File: src/shared/bdto_consts.svh
`ifndef BDTO_CONSTS_SVH
`define BDTO_CONSTS_SVH

// ----------------------------------------
// Command codes of the originating bus
// ----------------------------------------
`define BDTO_CMD_IO_RD 4'h2
`define BDTO_CMD_IO_WR 4'h3
`define BDTO_CMD_MEM_RD 4'h6
`define BDTO_CMD_MEM_WR 4'h7
`define BDTO_CMD_CFG_RD 4'hA
`define BDTO_CMD_CFG_WR 4'hB
`define BDTO_CMD_MEM_RD_MUL 4'hC
`define BDTO_CMD_MEM_RD_LINE 4'hE
`define BDTO_CMD_MEM_WR_INV 4'hF

// ----------------------------------------
// Completion status codes
// ----------------------------------------
`define BDTO_ST_NORMAL 2'h0
`define BDTO_ST_MABORT 2'h1
`define BDTO_ST_TABORT 2'h2
`define BDTO_ST_PERR 2'h3

// ----------------------------------------
// Timing
// ----------------------------------------
`define BDTO_DISCARD_CLKS 32768
`define BDTO_FAIR_LIMIT 4

`endif

File: src/shared/bdto_pkg.sv
package bdto_pkg;

  // Entry class held in a direction queue
  typedef enum logic [2:0] {
    BDTO_NONE = 3'b000,
    BDTO_PMW = 3'b001,
    BDTO_DRR = 3'b010,
    BDTO_DWR = 3'b011,
    BDTO_DRC = 3'b100,
    BDTO_DWC = 3'b101
  } bdto_kind_t;

  // Request as seen on an originating bus
  typedef struct packed {
    logic [3:0] cmd;
    logic [31:0] addr;
    logic [31:0] data;
    logic [3:0] be;
    logic pref;
  } bdto_req_t;

  // Result of a destination bus attempt
  typedef struct packed {
    logic [1:0] status;
    logic [31:0] data;
  } bdto_res_t;

  // One queue slot
  typedef struct packed {
    logic valid;
    bdto_kind_t kind;
    bdto_req_t req;
    bdto_res_t res;
    logic tried;
    logic toward_orig;
  } bdto_entry_t;

endpackage

File: src/rtl/bdto_queue.sv
`timescale 1ns/1ns
`include "bdto_consts.svh"

// One direction of the bridge: ordered slots, pass decisions, retire
module bdto_queue #(
  parameter int DEPTH = 4,
  parameter int DISCARD_CLKS = `BDTO_DISCARD_CLKS
) (
  input wire logic sys_clk_in,
  input wire logic sys_rst_in,
  // Originating side attempt
  input wire logic orig_valid_in,
  input wire bdto_pkg::bdto_req_t orig_req_in,
  output logic orig_retry_out,
  output logic orig_done_out,
  output bdto_pkg::bdto_res_t orig_res_out,
  // Destination side master
  output logic dest_valid_out,
  output bdto_pkg::bdto_req_t dest_req_out,
  input wire logic dest_done_in,
  input wire logic dest_retry_in,
  input wire bdto_pkg::bdto_res_t dest_res_in,
  // Opposite queue holds a posted write of any age
  input wire logic opp_pmw_in,
  output logic pmw_pending_out,
  input wire logic drop_req_in,
  output logic discard_out
);
  import bdto_pkg::*;

  localparam int AW = $clog2(DEPTH);
  localparam int TW = $clog2(DISCARD_CLKS + 1);

  bdto_entry_t slot_r [DEPTH];
  bdto_entry_t slot_nxt [DEPTH];
  logic [AW:0] age_r [DEPTH];
  logic [AW:0] age_nxt [DEPTH];
  logic [TW-1:0] tmr_r [DEPTH];
  logic [TW-1:0] tmr_nxt [DEPTH];
  logic [AW:0] cur_r, cur_nxt;
  logic [2:0] fair_r, fair_nxt;
  logic cur_act_r, cur_act_nxt;
  bdto_kind_t in_kind;

  bdto_classify u_cls (
    .cmd_in(orig_req_in.cmd),
    .kind_out(in_kind)
  );

  // Same request repeated by the master
  function automatic logic same_req(input bdto_req_t a, input bdto_req_t b);
    same_req = (a.cmd == b.cmd) && (a.addr == b.addr) && (a.be == b.be)
      && ((a.cmd[0] == 1'b0) || (a.data == b.data));
  endfunction

  // True when slot j holds a posted write older than slot i
  function automatic logic older_pmw(input int i, input int j);
    older_pmw = slot_r[j].valid && slot_r[j].kind == BDTO_PMW
      && age_r[j] < age_r[i];
  endfunction

  // ----------------------------------------
  // Queue state update
  // ----------------------------------------
  always_comb begin
    logic hit;
    logic placed;
    logic blocked;
    logic found;
    logic pmw_wait;
    logic [AW:0] pick;
    logic [AW:0] pmw_pick;
    logic [AW:0] oldest;
    hit = 1'b0;
    placed = 1'b0;
    found = 1'b0;
    pmw_wait = 1'b0;
    pick = '0;
    pmw_pick = '0;
    oldest = '1;
    blocked = 1'b0;
    cur_nxt = cur_r;
    fair_nxt = fair_r;
    cur_act_nxt = cur_act_r;
    orig_retry_out = 1'b0;
    orig_done_out = 1'b0;
    orig_res_out = '0;
    discard_out = 1'b0;
    pmw_pending_out = 1'b0;
    for (int i = 0; i < DEPTH; i++) begin
      slot_nxt[i] = slot_r[i];
      age_nxt[i] = age_r[i];
      tmr_nxt[i] = tmr_r[i];
      if (slot_r[i].valid && slot_r[i].kind == BDTO_PMW) pmw_pending_out = 1'b1;
    end
    // Repeat of an earlier request: retire or keep retrying
    for (int i = 0; i < DEPTH; i++) begin
      if (orig_valid_in && slot_r[i].valid && same_req(slot_r[i].req, orig_req_in)
          && slot_r[i].kind != BDTO_PMW) begin
        hit = 1'b1;
        blocked = 1'b0;
        for (int j = 0; j < DEPTH; j++) begin
          if (older_pmw(i, j) && slot_r[i].kind == BDTO_DRC) blocked = 1'b1;
        end
        if (slot_r[i].kind == BDTO_DRC && opp_pmw_in) blocked = 1'b1;
        if ((slot_r[i].kind == BDTO_DRC || slot_r[i].kind == BDTO_DWC) && !blocked) begin
          orig_done_out = 1'b1;
          orig_res_out = slot_r[i].res;
          slot_nxt[i].valid = 1'b0;
        end else begin
          orig_retry_out = 1'b1;
        end
      end
    end
    // First attempt: latch and answer Retry, posted write accepted
    if (orig_valid_in && !hit) begin
      for (int i = 0; i < DEPTH; i++) begin
        if (!placed && !slot_r[i].valid && in_kind != BDTO_NONE) begin
          placed = 1'b1;
          slot_nxt[i].valid = 1'b1;
          slot_nxt[i].kind = in_kind;
          slot_nxt[i].req = orig_req_in;
          slot_nxt[i].res = '0;
          slot_nxt[i].tried = 1'b0;
          slot_nxt[i].toward_orig = 1'b0;
          age_nxt[i] = '1;
          tmr_nxt[i] = '0;
        end
      end
      // Memory writes need a free slot only, never a drained request
      if (in_kind == BDTO_PMW && placed) orig_done_out = 1'b1;
      else orig_retry_out = 1'b1;
      // Drop an untried request to make room for a posted write
      if (in_kind == BDTO_PMW && !placed) begin
        for (int i = 0; i < DEPTH; i++) begin
          if (!found && slot_r[i].valid && !slot_r[i].tried
              && (slot_r[i].kind == BDTO_DRR || slot_r[i].kind == BDTO_DWR)) begin
            found = 1'b1;
            slot_nxt[i].valid = 1'b0;
          end
        end
      end
    end
    // Software-free drop of untried requests on demand
    if (drop_req_in) begin
      for (int i = 0; i < DEPTH; i++) begin
        if (slot_r[i].valid && !slot_r[i].tried
            && (slot_r[i].kind == BDTO_DRR || slot_r[i].kind == BDTO_DWR))
          slot_nxt[i].valid = 1'b0;
      end
    end
    // Discard timer for delayed read and write completions
    for (int i = 0; i < DEPTH; i++) begin
      if (slot_r[i].valid && (slot_r[i].kind == BDTO_DRC || slot_r[i].kind == BDTO_DWC)) begin
        tmr_nxt[i] = tmr_r[i] + 1'b1;
        if (tmr_r[i] == TW'(DISCARD_CLKS - 1)) begin
          slot_nxt[i].valid = 1'b0;
          discard_out = 1'b1;
        end
      end
    end
    // Destination choice: oldest eligible request, posted writes in order
    found = 1'b0;
    for (int i = 0; i < DEPTH; i++) begin
      if (slot_r[i].valid && slot_r[i].kind == BDTO_PMW
          && (!pmw_wait || age_r[i] < oldest)) begin
        oldest = age_r[i];
        pmw_pick = (AW+1)'(i);
        pmw_wait = 1'b1;
      end
    end
    oldest = '1;
    for (int i = 0; i < DEPTH; i++) begin
      blocked = 1'b0;
      for (int j = 0; j < DEPTH; j++) begin
        if (older_pmw(i, j)) blocked = 1'b1;
      end
      // A request dropped in this cycle is never started
      if (slot_r[i].valid && slot_nxt[i].valid && !blocked && (!found || age_r[i] < oldest)
          && (slot_r[i].kind == BDTO_DRR || slot_r[i].kind == BDTO_DWR)) begin
        oldest = age_r[i];
        pick = (AW+1)'(i);
        found = 1'b1;
      end
    end
    // Older delayed requests go first; posted writes pass them once fair_r reaches the fairness cap
    if (!cur_act_r) begin
      if (pmw_wait && (!found || fair_r >= 3'(`BDTO_FAIR_LIMIT))) begin
        cur_nxt = pmw_pick;
        cur_act_nxt = 1'b1;
      end else if (found) begin
        cur_nxt = pick;
        cur_act_nxt = 1'b1;
        slot_nxt[pick[AW-1:0]].tried = 1'b1;
      end
    end
    dest_valid_out = cur_act_r;
    dest_req_out = slot_r[cur_r[AW-1:0]].req;
    if (cur_act_r) begin
      slot_nxt[cur_r[AW-1:0]].tried = 1'b1;
      if (dest_done_in) begin
        cur_act_nxt = 1'b0;
        if (slot_r[cur_r[AW-1:0]].kind == BDTO_PMW) begin
          slot_nxt[cur_r[AW-1:0]].valid = 1'b0;
          fair_nxt = '0;
        end else begin
          slot_nxt[cur_r[AW-1:0]].kind = (slot_r[cur_r[AW-1:0]].kind == BDTO_DRR)
            ? BDTO_DRC : BDTO_DWC;
          slot_nxt[cur_r[AW-1:0]].res.status = dest_res_in.status;
          slot_nxt[cur_r[AW-1:0]].res.data = (slot_r[cur_r[AW-1:0]].kind == BDTO_DRR)
            ? dest_res_in.data : 32'h0;
          slot_nxt[cur_r[AW-1:0]].toward_orig = 1'b1;
          tmr_nxt[cur_r[AW-1:0]] = '0;
          if (pmw_wait && fair_r != 3'h7) fair_nxt = fair_r + 3'h1;
        end
      end else if (dest_retry_in) begin
        cur_act_nxt = 1'b1;
      end
    end
    // Ageing keeps acceptance order relative
    for (int i = 0; i < DEPTH; i++) begin
      if (slot_r[i].valid && age_r[i] != '0 && placed)
        age_nxt[i] = age_r[i] - 1'b1;
    end
  end

  // ----------------------------------------
  // Registers
  // ----------------------------------------
  always_ff @(posedge sys_clk_in) begin
    if (sys_rst_in) begin
      for (int i = 0; i < DEPTH; i++) begin
        slot_r[i] <= '0;
        age_r[i] <= '1;
        tmr_r[i] <= '0;
      end
      cur_r <= '0;
      fair_r <= '0;
      cur_act_r <= 1'b0;
    end else begin
      for (int i = 0; i < DEPTH; i++) begin
        slot_r[i] <= slot_nxt[i];
        age_r[i] <= age_nxt[i];
        tmr_r[i] <= tmr_nxt[i];
      end
      cur_r <= cur_nxt;
      fair_r <= fair_nxt;
      cur_act_r <= cur_act_nxt;
    end
  end
endmodule

File: src/rtl/bdto_classify.sv
`timescale 1ns/1ns
`include "bdto_consts.svh"

// Command classifier: posted write, delayed read or delayed write
module bdto_classify (
  input wire logic [3:0] cmd_in,
  output bdto_pkg::bdto_kind_t kind_out
);
  import bdto_pkg::*;

  // ----------------------------------------
  // Classification
  // ----------------------------------------
  always_comb begin
    case (cmd_in)
      `BDTO_CMD_MEM_WR, `BDTO_CMD_MEM_WR_INV: kind_out = BDTO_PMW;
      `BDTO_CMD_IO_RD, `BDTO_CMD_CFG_RD, `BDTO_CMD_MEM_RD,
      `BDTO_CMD_MEM_RD_LINE, `BDTO_CMD_MEM_RD_MUL: kind_out = BDTO_DRR;
      `BDTO_CMD_IO_WR, `BDTO_CMD_CFG_WR: kind_out = BDTO_DWR;
      default: kind_out = BDTO_NONE;
    endcase
  end
endmodule

File: src/rtl/bdto_bridge.sv
`timescale 1ns/1ns
`include "bdto_consts.svh"


// Two-direction delayed transaction bridge core
module bdto_bridge #(
  parameter int DEPTH = 4,
  parameter int DISCARD_CLKS = `BDTO_DISCARD_CLKS
) (
  input wire logic sys_clk_in,
  input wire logic sys_rst_in,
  // Primary bus target side
  input wire logic pri_valid_in,
  input wire bdto_pkg::bdto_req_t pri_req_in,
  output logic pri_retry_out,
  output logic pri_done_out,
  output bdto_pkg::bdto_res_t pri_res_out,
  // Secondary bus target side
  input wire logic sec_valid_in,
  input wire bdto_pkg::bdto_req_t sec_req_in,
  output logic sec_retry_out,
  output logic sec_done_out,
  output bdto_pkg::bdto_res_t sec_res_out,
  // Master on secondary bus for downstream traffic
  output logic down_valid_out,
  output bdto_pkg::bdto_req_t down_req_out,
  input wire logic down_done_in,
  input wire logic down_retry_in,
  input wire bdto_pkg::bdto_res_t down_res_in,
  // Master on primary bus for upstream traffic
  output logic up_valid_out,
  output bdto_pkg::bdto_req_t up_req_out,
  input wire logic up_done_in,
  input wire logic up_retry_in,
  input wire bdto_pkg::bdto_res_t up_res_in,
  // Request drop and discard reporting
  input wire logic drop_req_in,
  output logic discard_out
);
  import bdto_pkg::*;

  logic down_pmw, up_pmw, down_disc, up_disc;

  // ----------------------------------------
  // Downstream queue: primary to secondary
  // ----------------------------------------
  // Read completions here drain after upstream posted writes
  bdto_queue #(
    .DEPTH(DEPTH),
    .DISCARD_CLKS(DISCARD_CLKS)
  ) u_down (
    .sys_clk_in(sys_clk_in),
    .sys_rst_in(sys_rst_in),
    .orig_valid_in(pri_valid_in),
    .orig_req_in(pri_req_in),
    .orig_retry_out(pri_retry_out),
    .orig_done_out(pri_done_out),
    .orig_res_out(pri_res_out),
    .dest_valid_out(down_valid_out),
    .dest_req_out(down_req_out),
    .dest_done_in(down_done_in),
    .dest_retry_in(down_retry_in),
    .dest_res_in(down_res_in),
    .opp_pmw_in(up_pmw),
    .pmw_pending_out(down_pmw),
    .drop_req_in(drop_req_in),
    .discard_out(down_disc)
  );

  // ----------------------------------------
  // Upstream queue: secondary to primary
  // ----------------------------------------
  bdto_queue #(
    .DEPTH(DEPTH),
    .DISCARD_CLKS(DISCARD_CLKS)
  ) u_up (
    .sys_clk_in(sys_clk_in),
    .sys_rst_in(sys_rst_in),
    .orig_valid_in(sec_valid_in),
    .orig_req_in(sec_req_in),
    .orig_retry_out(sec_retry_out),
    .orig_done_out(sec_done_out),
    .orig_res_out(sec_res_out),
    .dest_valid_out(up_valid_out),
    .dest_req_out(up_req_out),
    .dest_done_in(up_done_in),
    .dest_retry_in(up_retry_in),
    .dest_res_in(up_res_in),
    .opp_pmw_in(down_pmw),
    .pmw_pending_out(up_pmw),
    .drop_req_in(drop_req_in),
    .discard_out(up_disc)
  );

  // Discard event from either direction
  assign discard_out = down_disc | up_disc;
endmodule

File: config.mk
export PLATFORM = sky130hd
export DESIGN_NAME = bdto_bridge
export DESIGN_NICKNAME = d
export VERILOG_FILES = /design/src/shared/bdto_pkg.sv /design/src/rtl/bdto_queue.sv /design/src/rtl/bdto_classify.sv /design/src/rtl/bdto_bridge.sv
export VERILOG_INCLUDE_DIRS = /design/src /design/src/shared
export SDC_FILE = /design/constraint.sdc
export NUM_CORES = 2
export LEC_CHECK = 0
export BUFFER_PORTS_ARGS = -buffer_cell sky130_fd_sc_hd__buf_2
export CAP_MARGIN = 15
export CORE_ASPECT_RATIO = 0.6
export CORE_MARGIN = 10
export CORE_UTILIZATION = 50
export DETAILED_ROUTE_END_ITERATION = 10
export GPL_ROUTABILITY_DRIVEN = 0
export PLACE_DENSITY = 0.77
export SYNTH_ARGS = -nofsm -noshare
export SYNTH_HDL_FRONTEND = slang
export SYNTH_SLANG_ARGS = --single-unit
File: constraint.sdc
create_clock -name sys_clk_in -period 7.4 [get_ports sys_clk_in]
set_clock_uncertainty 0.05 [all_clocks]
set_input_delay 0.74 -clock sys_clk_in [delete_from_list [all_inputs] [get_ports sys_clk_in]]
set_output_delay 0.74 -clock sys_clk_in [all_outputs]
set_load 0.01 [all_outputs]
==> run summary <==
run status - finished clean
first-pass GRT wire length - 297700 um
GRT Total Usage - 29.29%
Final Slew Violations - 0
total grt overflow - 0
vias in the first global route - 49464
number of enable flip-flop cells after synthesis - 0
worst-path maximum fanout - 3
non-filler cells, final - 8706
TritonCTS buffer count - 100
CORE AREA - 0.1120 mm^2
clock network fraction of design power - 44.4%
Clk Latency, worst-skew pair - 0.74 ns
fraction of synthesis flops using an asynchronous set or reset pin - 0%
NetSw - 0.003250 W
Seq cells post-synth - 1064
Comb pwr share - 8.5%
Die ar. - 0.1270 mm^2
Post-Syn Instances - 7034
Switching Share - 26.04%
# Post-CTS Setup Buffers - 0
Placed Cells - 8492
sequential-to-total area share from yosys stat - 37.79%
worst hold path startpoint - down_res_in[32]
FMAX - 0.1431 GHz
Max-Slew Margin vs Limit - 15.11%
initial antenna violation count - 34
DR iter-0 viols - 8072
Setup TNS - 0 ns
I/O Buffers - 441
Setup crit end kind - flip-flop
Yosys Warn Count - 0
DR WL/cell - 22.75 um
Max Root-Sink Buffers - 3
slowest stage delay, CP - 0.67 ns
Setup crit start kind - flip-flop
Post-DRT Antenna Nets - 0
worst-margin pin slew - 1.273 ns
Worst path most repeated cell - nor2_1
post_cts resized - 0
# IOs - 444
DR pass1 iterations - 9
Sequential Power Share - 47.0%
area grow syn2layout - 11.39%
CTS root buffer - clkbuf_16
min-delay worst type - in -> reg
Leak - 22.21 nW
largest net degree at the start of global routing - 204
hold buffers post-CTS - 0
Max Cap Violations - 0
final WL - 198100 um
vias per cell - 6.212
most frequent cells in the layout - nand2_1 (1466), dfxtp_1 (1060), a21oi_1 (869)
r2r setup slk - 0.41 ns
Hold Fails Final Rpt - 0
CP max stage cell - o21ai_0
syn_area_per_cell - 8.013 um^2
Net count, final - 7404
RSZ-0062 raised after global routing - false
most common cell after layout, fill and taps aside - nand2_1
htree depth - 3
Starting Density - 50.34%
clock transition at the registers of the reported paths - 0.07 ns
hpwl dp - 133400 um
# rows - 95
PD cells - 198.8 mW/mm^2
clock sink count - 1064
Mapped Area - 0.05637 mm^2
post-synth cell types - 94
multi-input logic area - 0.03238 mm^2
share of layout cells above drive strength 1 - 15.78%
Worst EP arrival - 7.57 ns
Hold Path Cell Cnt - 3
P_int - 0.009230 W
Worst Setup Path Type - reg -> reg
reg2reg path depth - 25
Die X-Extent - 453.5 um
Register Area - 0.02132 mm^2
ys flop type - dfxtp_1
# fillers - 9911
Hold EP - u_down.slot_r[0][34]
minimum clock period - 6.989 ns
# setup viols final - 0
Syn Nets - 7342
via count - 54078
CTS tree - yes
Peak VDD IR - 194.3 uV
Critical Path RT - 7.98 ns
Tcrit/Tclk final - 94.45%
Die Y - 280.1 um
RR Endpoint - u_down.slot_r[1][1]
DRC Markers - 0
final cells by class:
| cell class | count | share of cell area (%) |
|---|---|---|
| multi-input combinational | 5262 | 51.58 |
| sequential | 1064 | 33.95 |
| timing repair buffer | 560 | 5.219 |
| clock buffer | 135 | 4.617 |
| tap | 1503 | 2.995 |
| clock inverter | 45 | 0.8788 |
| inverter | 108 | 0.6457 |
| antenna | 29 | 0.1156 |
per-stage QoR:
step / area, um^2 / utilization [%] / setup slack (ns) / total power, W / hold slack, ns
2_1_floorplan: 56370 / - / 0.9528 / 0.006626 / 0.3831
3_5_place_dp: 59170 / 52.84 / 0.1646 / 0.007004 / 0.3992
4_1_cts: 62620 / 55.93 / 0.6220 / 0.01246 / 0.1953
6_report: 62790 / 56.07 / 0.4107 / 0.01248 / 0.2225
3_3_place_gp: 59170 / 52.84 / 0.2967 / 0.006986 / 0.3908
5_1_grt: 62770 / 56.06 / 0.04989 / 0.01278 / 0.2225
power by group through the flow:
stage / registers, W / clock network [W] / logic (W)
4_1_cts: 0.00586 / 0.00557 / 0.00102
5_1_grt: 0.00587 / 0.00579 / 0.00111
6_report: 0.00587 / 0.00555 / 0.00107
2_1_floorplan: 0.00597 / 0 / 0.000655
3_3_place_gp: 0.00599 / 0 / 0.000997
3_5_place_dp: 0.00599 / 0 / 0.00101
logic make-up after synthesis:
logic type / synth area share, %
compound gates: 12.81
fa+ha+maj: 1.887
buf+inv: 5.072
flops: 37.79
simple gates: 23.46
xor+xnor: 8.981
mux: 9.998
per-layer routing:
| layer | track usage [%] | routed length (um) | part of all wire, % |
|---|---|---|---|
| met5 | 0 | 49 | 0.025 |
| met4 | 8.941 | 6413 | 3.2 |
| met3 | 10.62 | 28880 | 15 |
| met2 | 40.51 | 81270 | 41 |
| met1 | 41.96 | 81460 | 41 |
how the worst max path moves through the flow:
| stage | end | slack (ns) | cells past startpoint |
|---|---|---|---|
| after global placement | u_down.slot_r[1][1] | 0.30 | 26 |
| final | u_down.slot_r[1][1] | 0.41 | 25 |
| after detailed placement | u_down.slot_r[1][1] | 0.16 | 26 |
| after global routing | u_up.slot_r[2][1] | 0.05 | 26 |
| after floorplan | flip-flop | 0.95 | 28 |
| after CTS | u_up.slot_r[2][1] | 0.62 | 26 |
worst max-delay path, delay by kind of cell (launching register included):
| kind | cells | cell delay [ns] |
|---|---|---|
| compound gates | 9 | 2.58 |
| simple gates | 10 | 2.33 |
| mux | 2 | 0.77 |
| fa+ha+maj | 2 | 0.57 |
| flops | 1 | 0.34 |
| xor+xnor | 1 | 0.16 |
| buf+inv | 1 | 0.06 |
Yosys cell counts (all sizes together), types with 59 or more instances:
master,n,area (um^2)
inv,108,405.4
buf,175,858.3
nor4,97,613.1
dfxtp,1064,21300
nor3,69,350.3
nand3,426,2132
nand2,1469,5514
nand4,114,719.4
xor2,254,2225
xnor2,324,2838
clkbuf,425,1595
nor2,479,1798
ha,85,1064
mux2i,59,590.6
a21oi,869,4349
o21ai,117,585.6
mux4,152,3423
mux2,144,1622
a31oi,140,890.9
No activity file was read; power rests on OpenSTA's default activity.
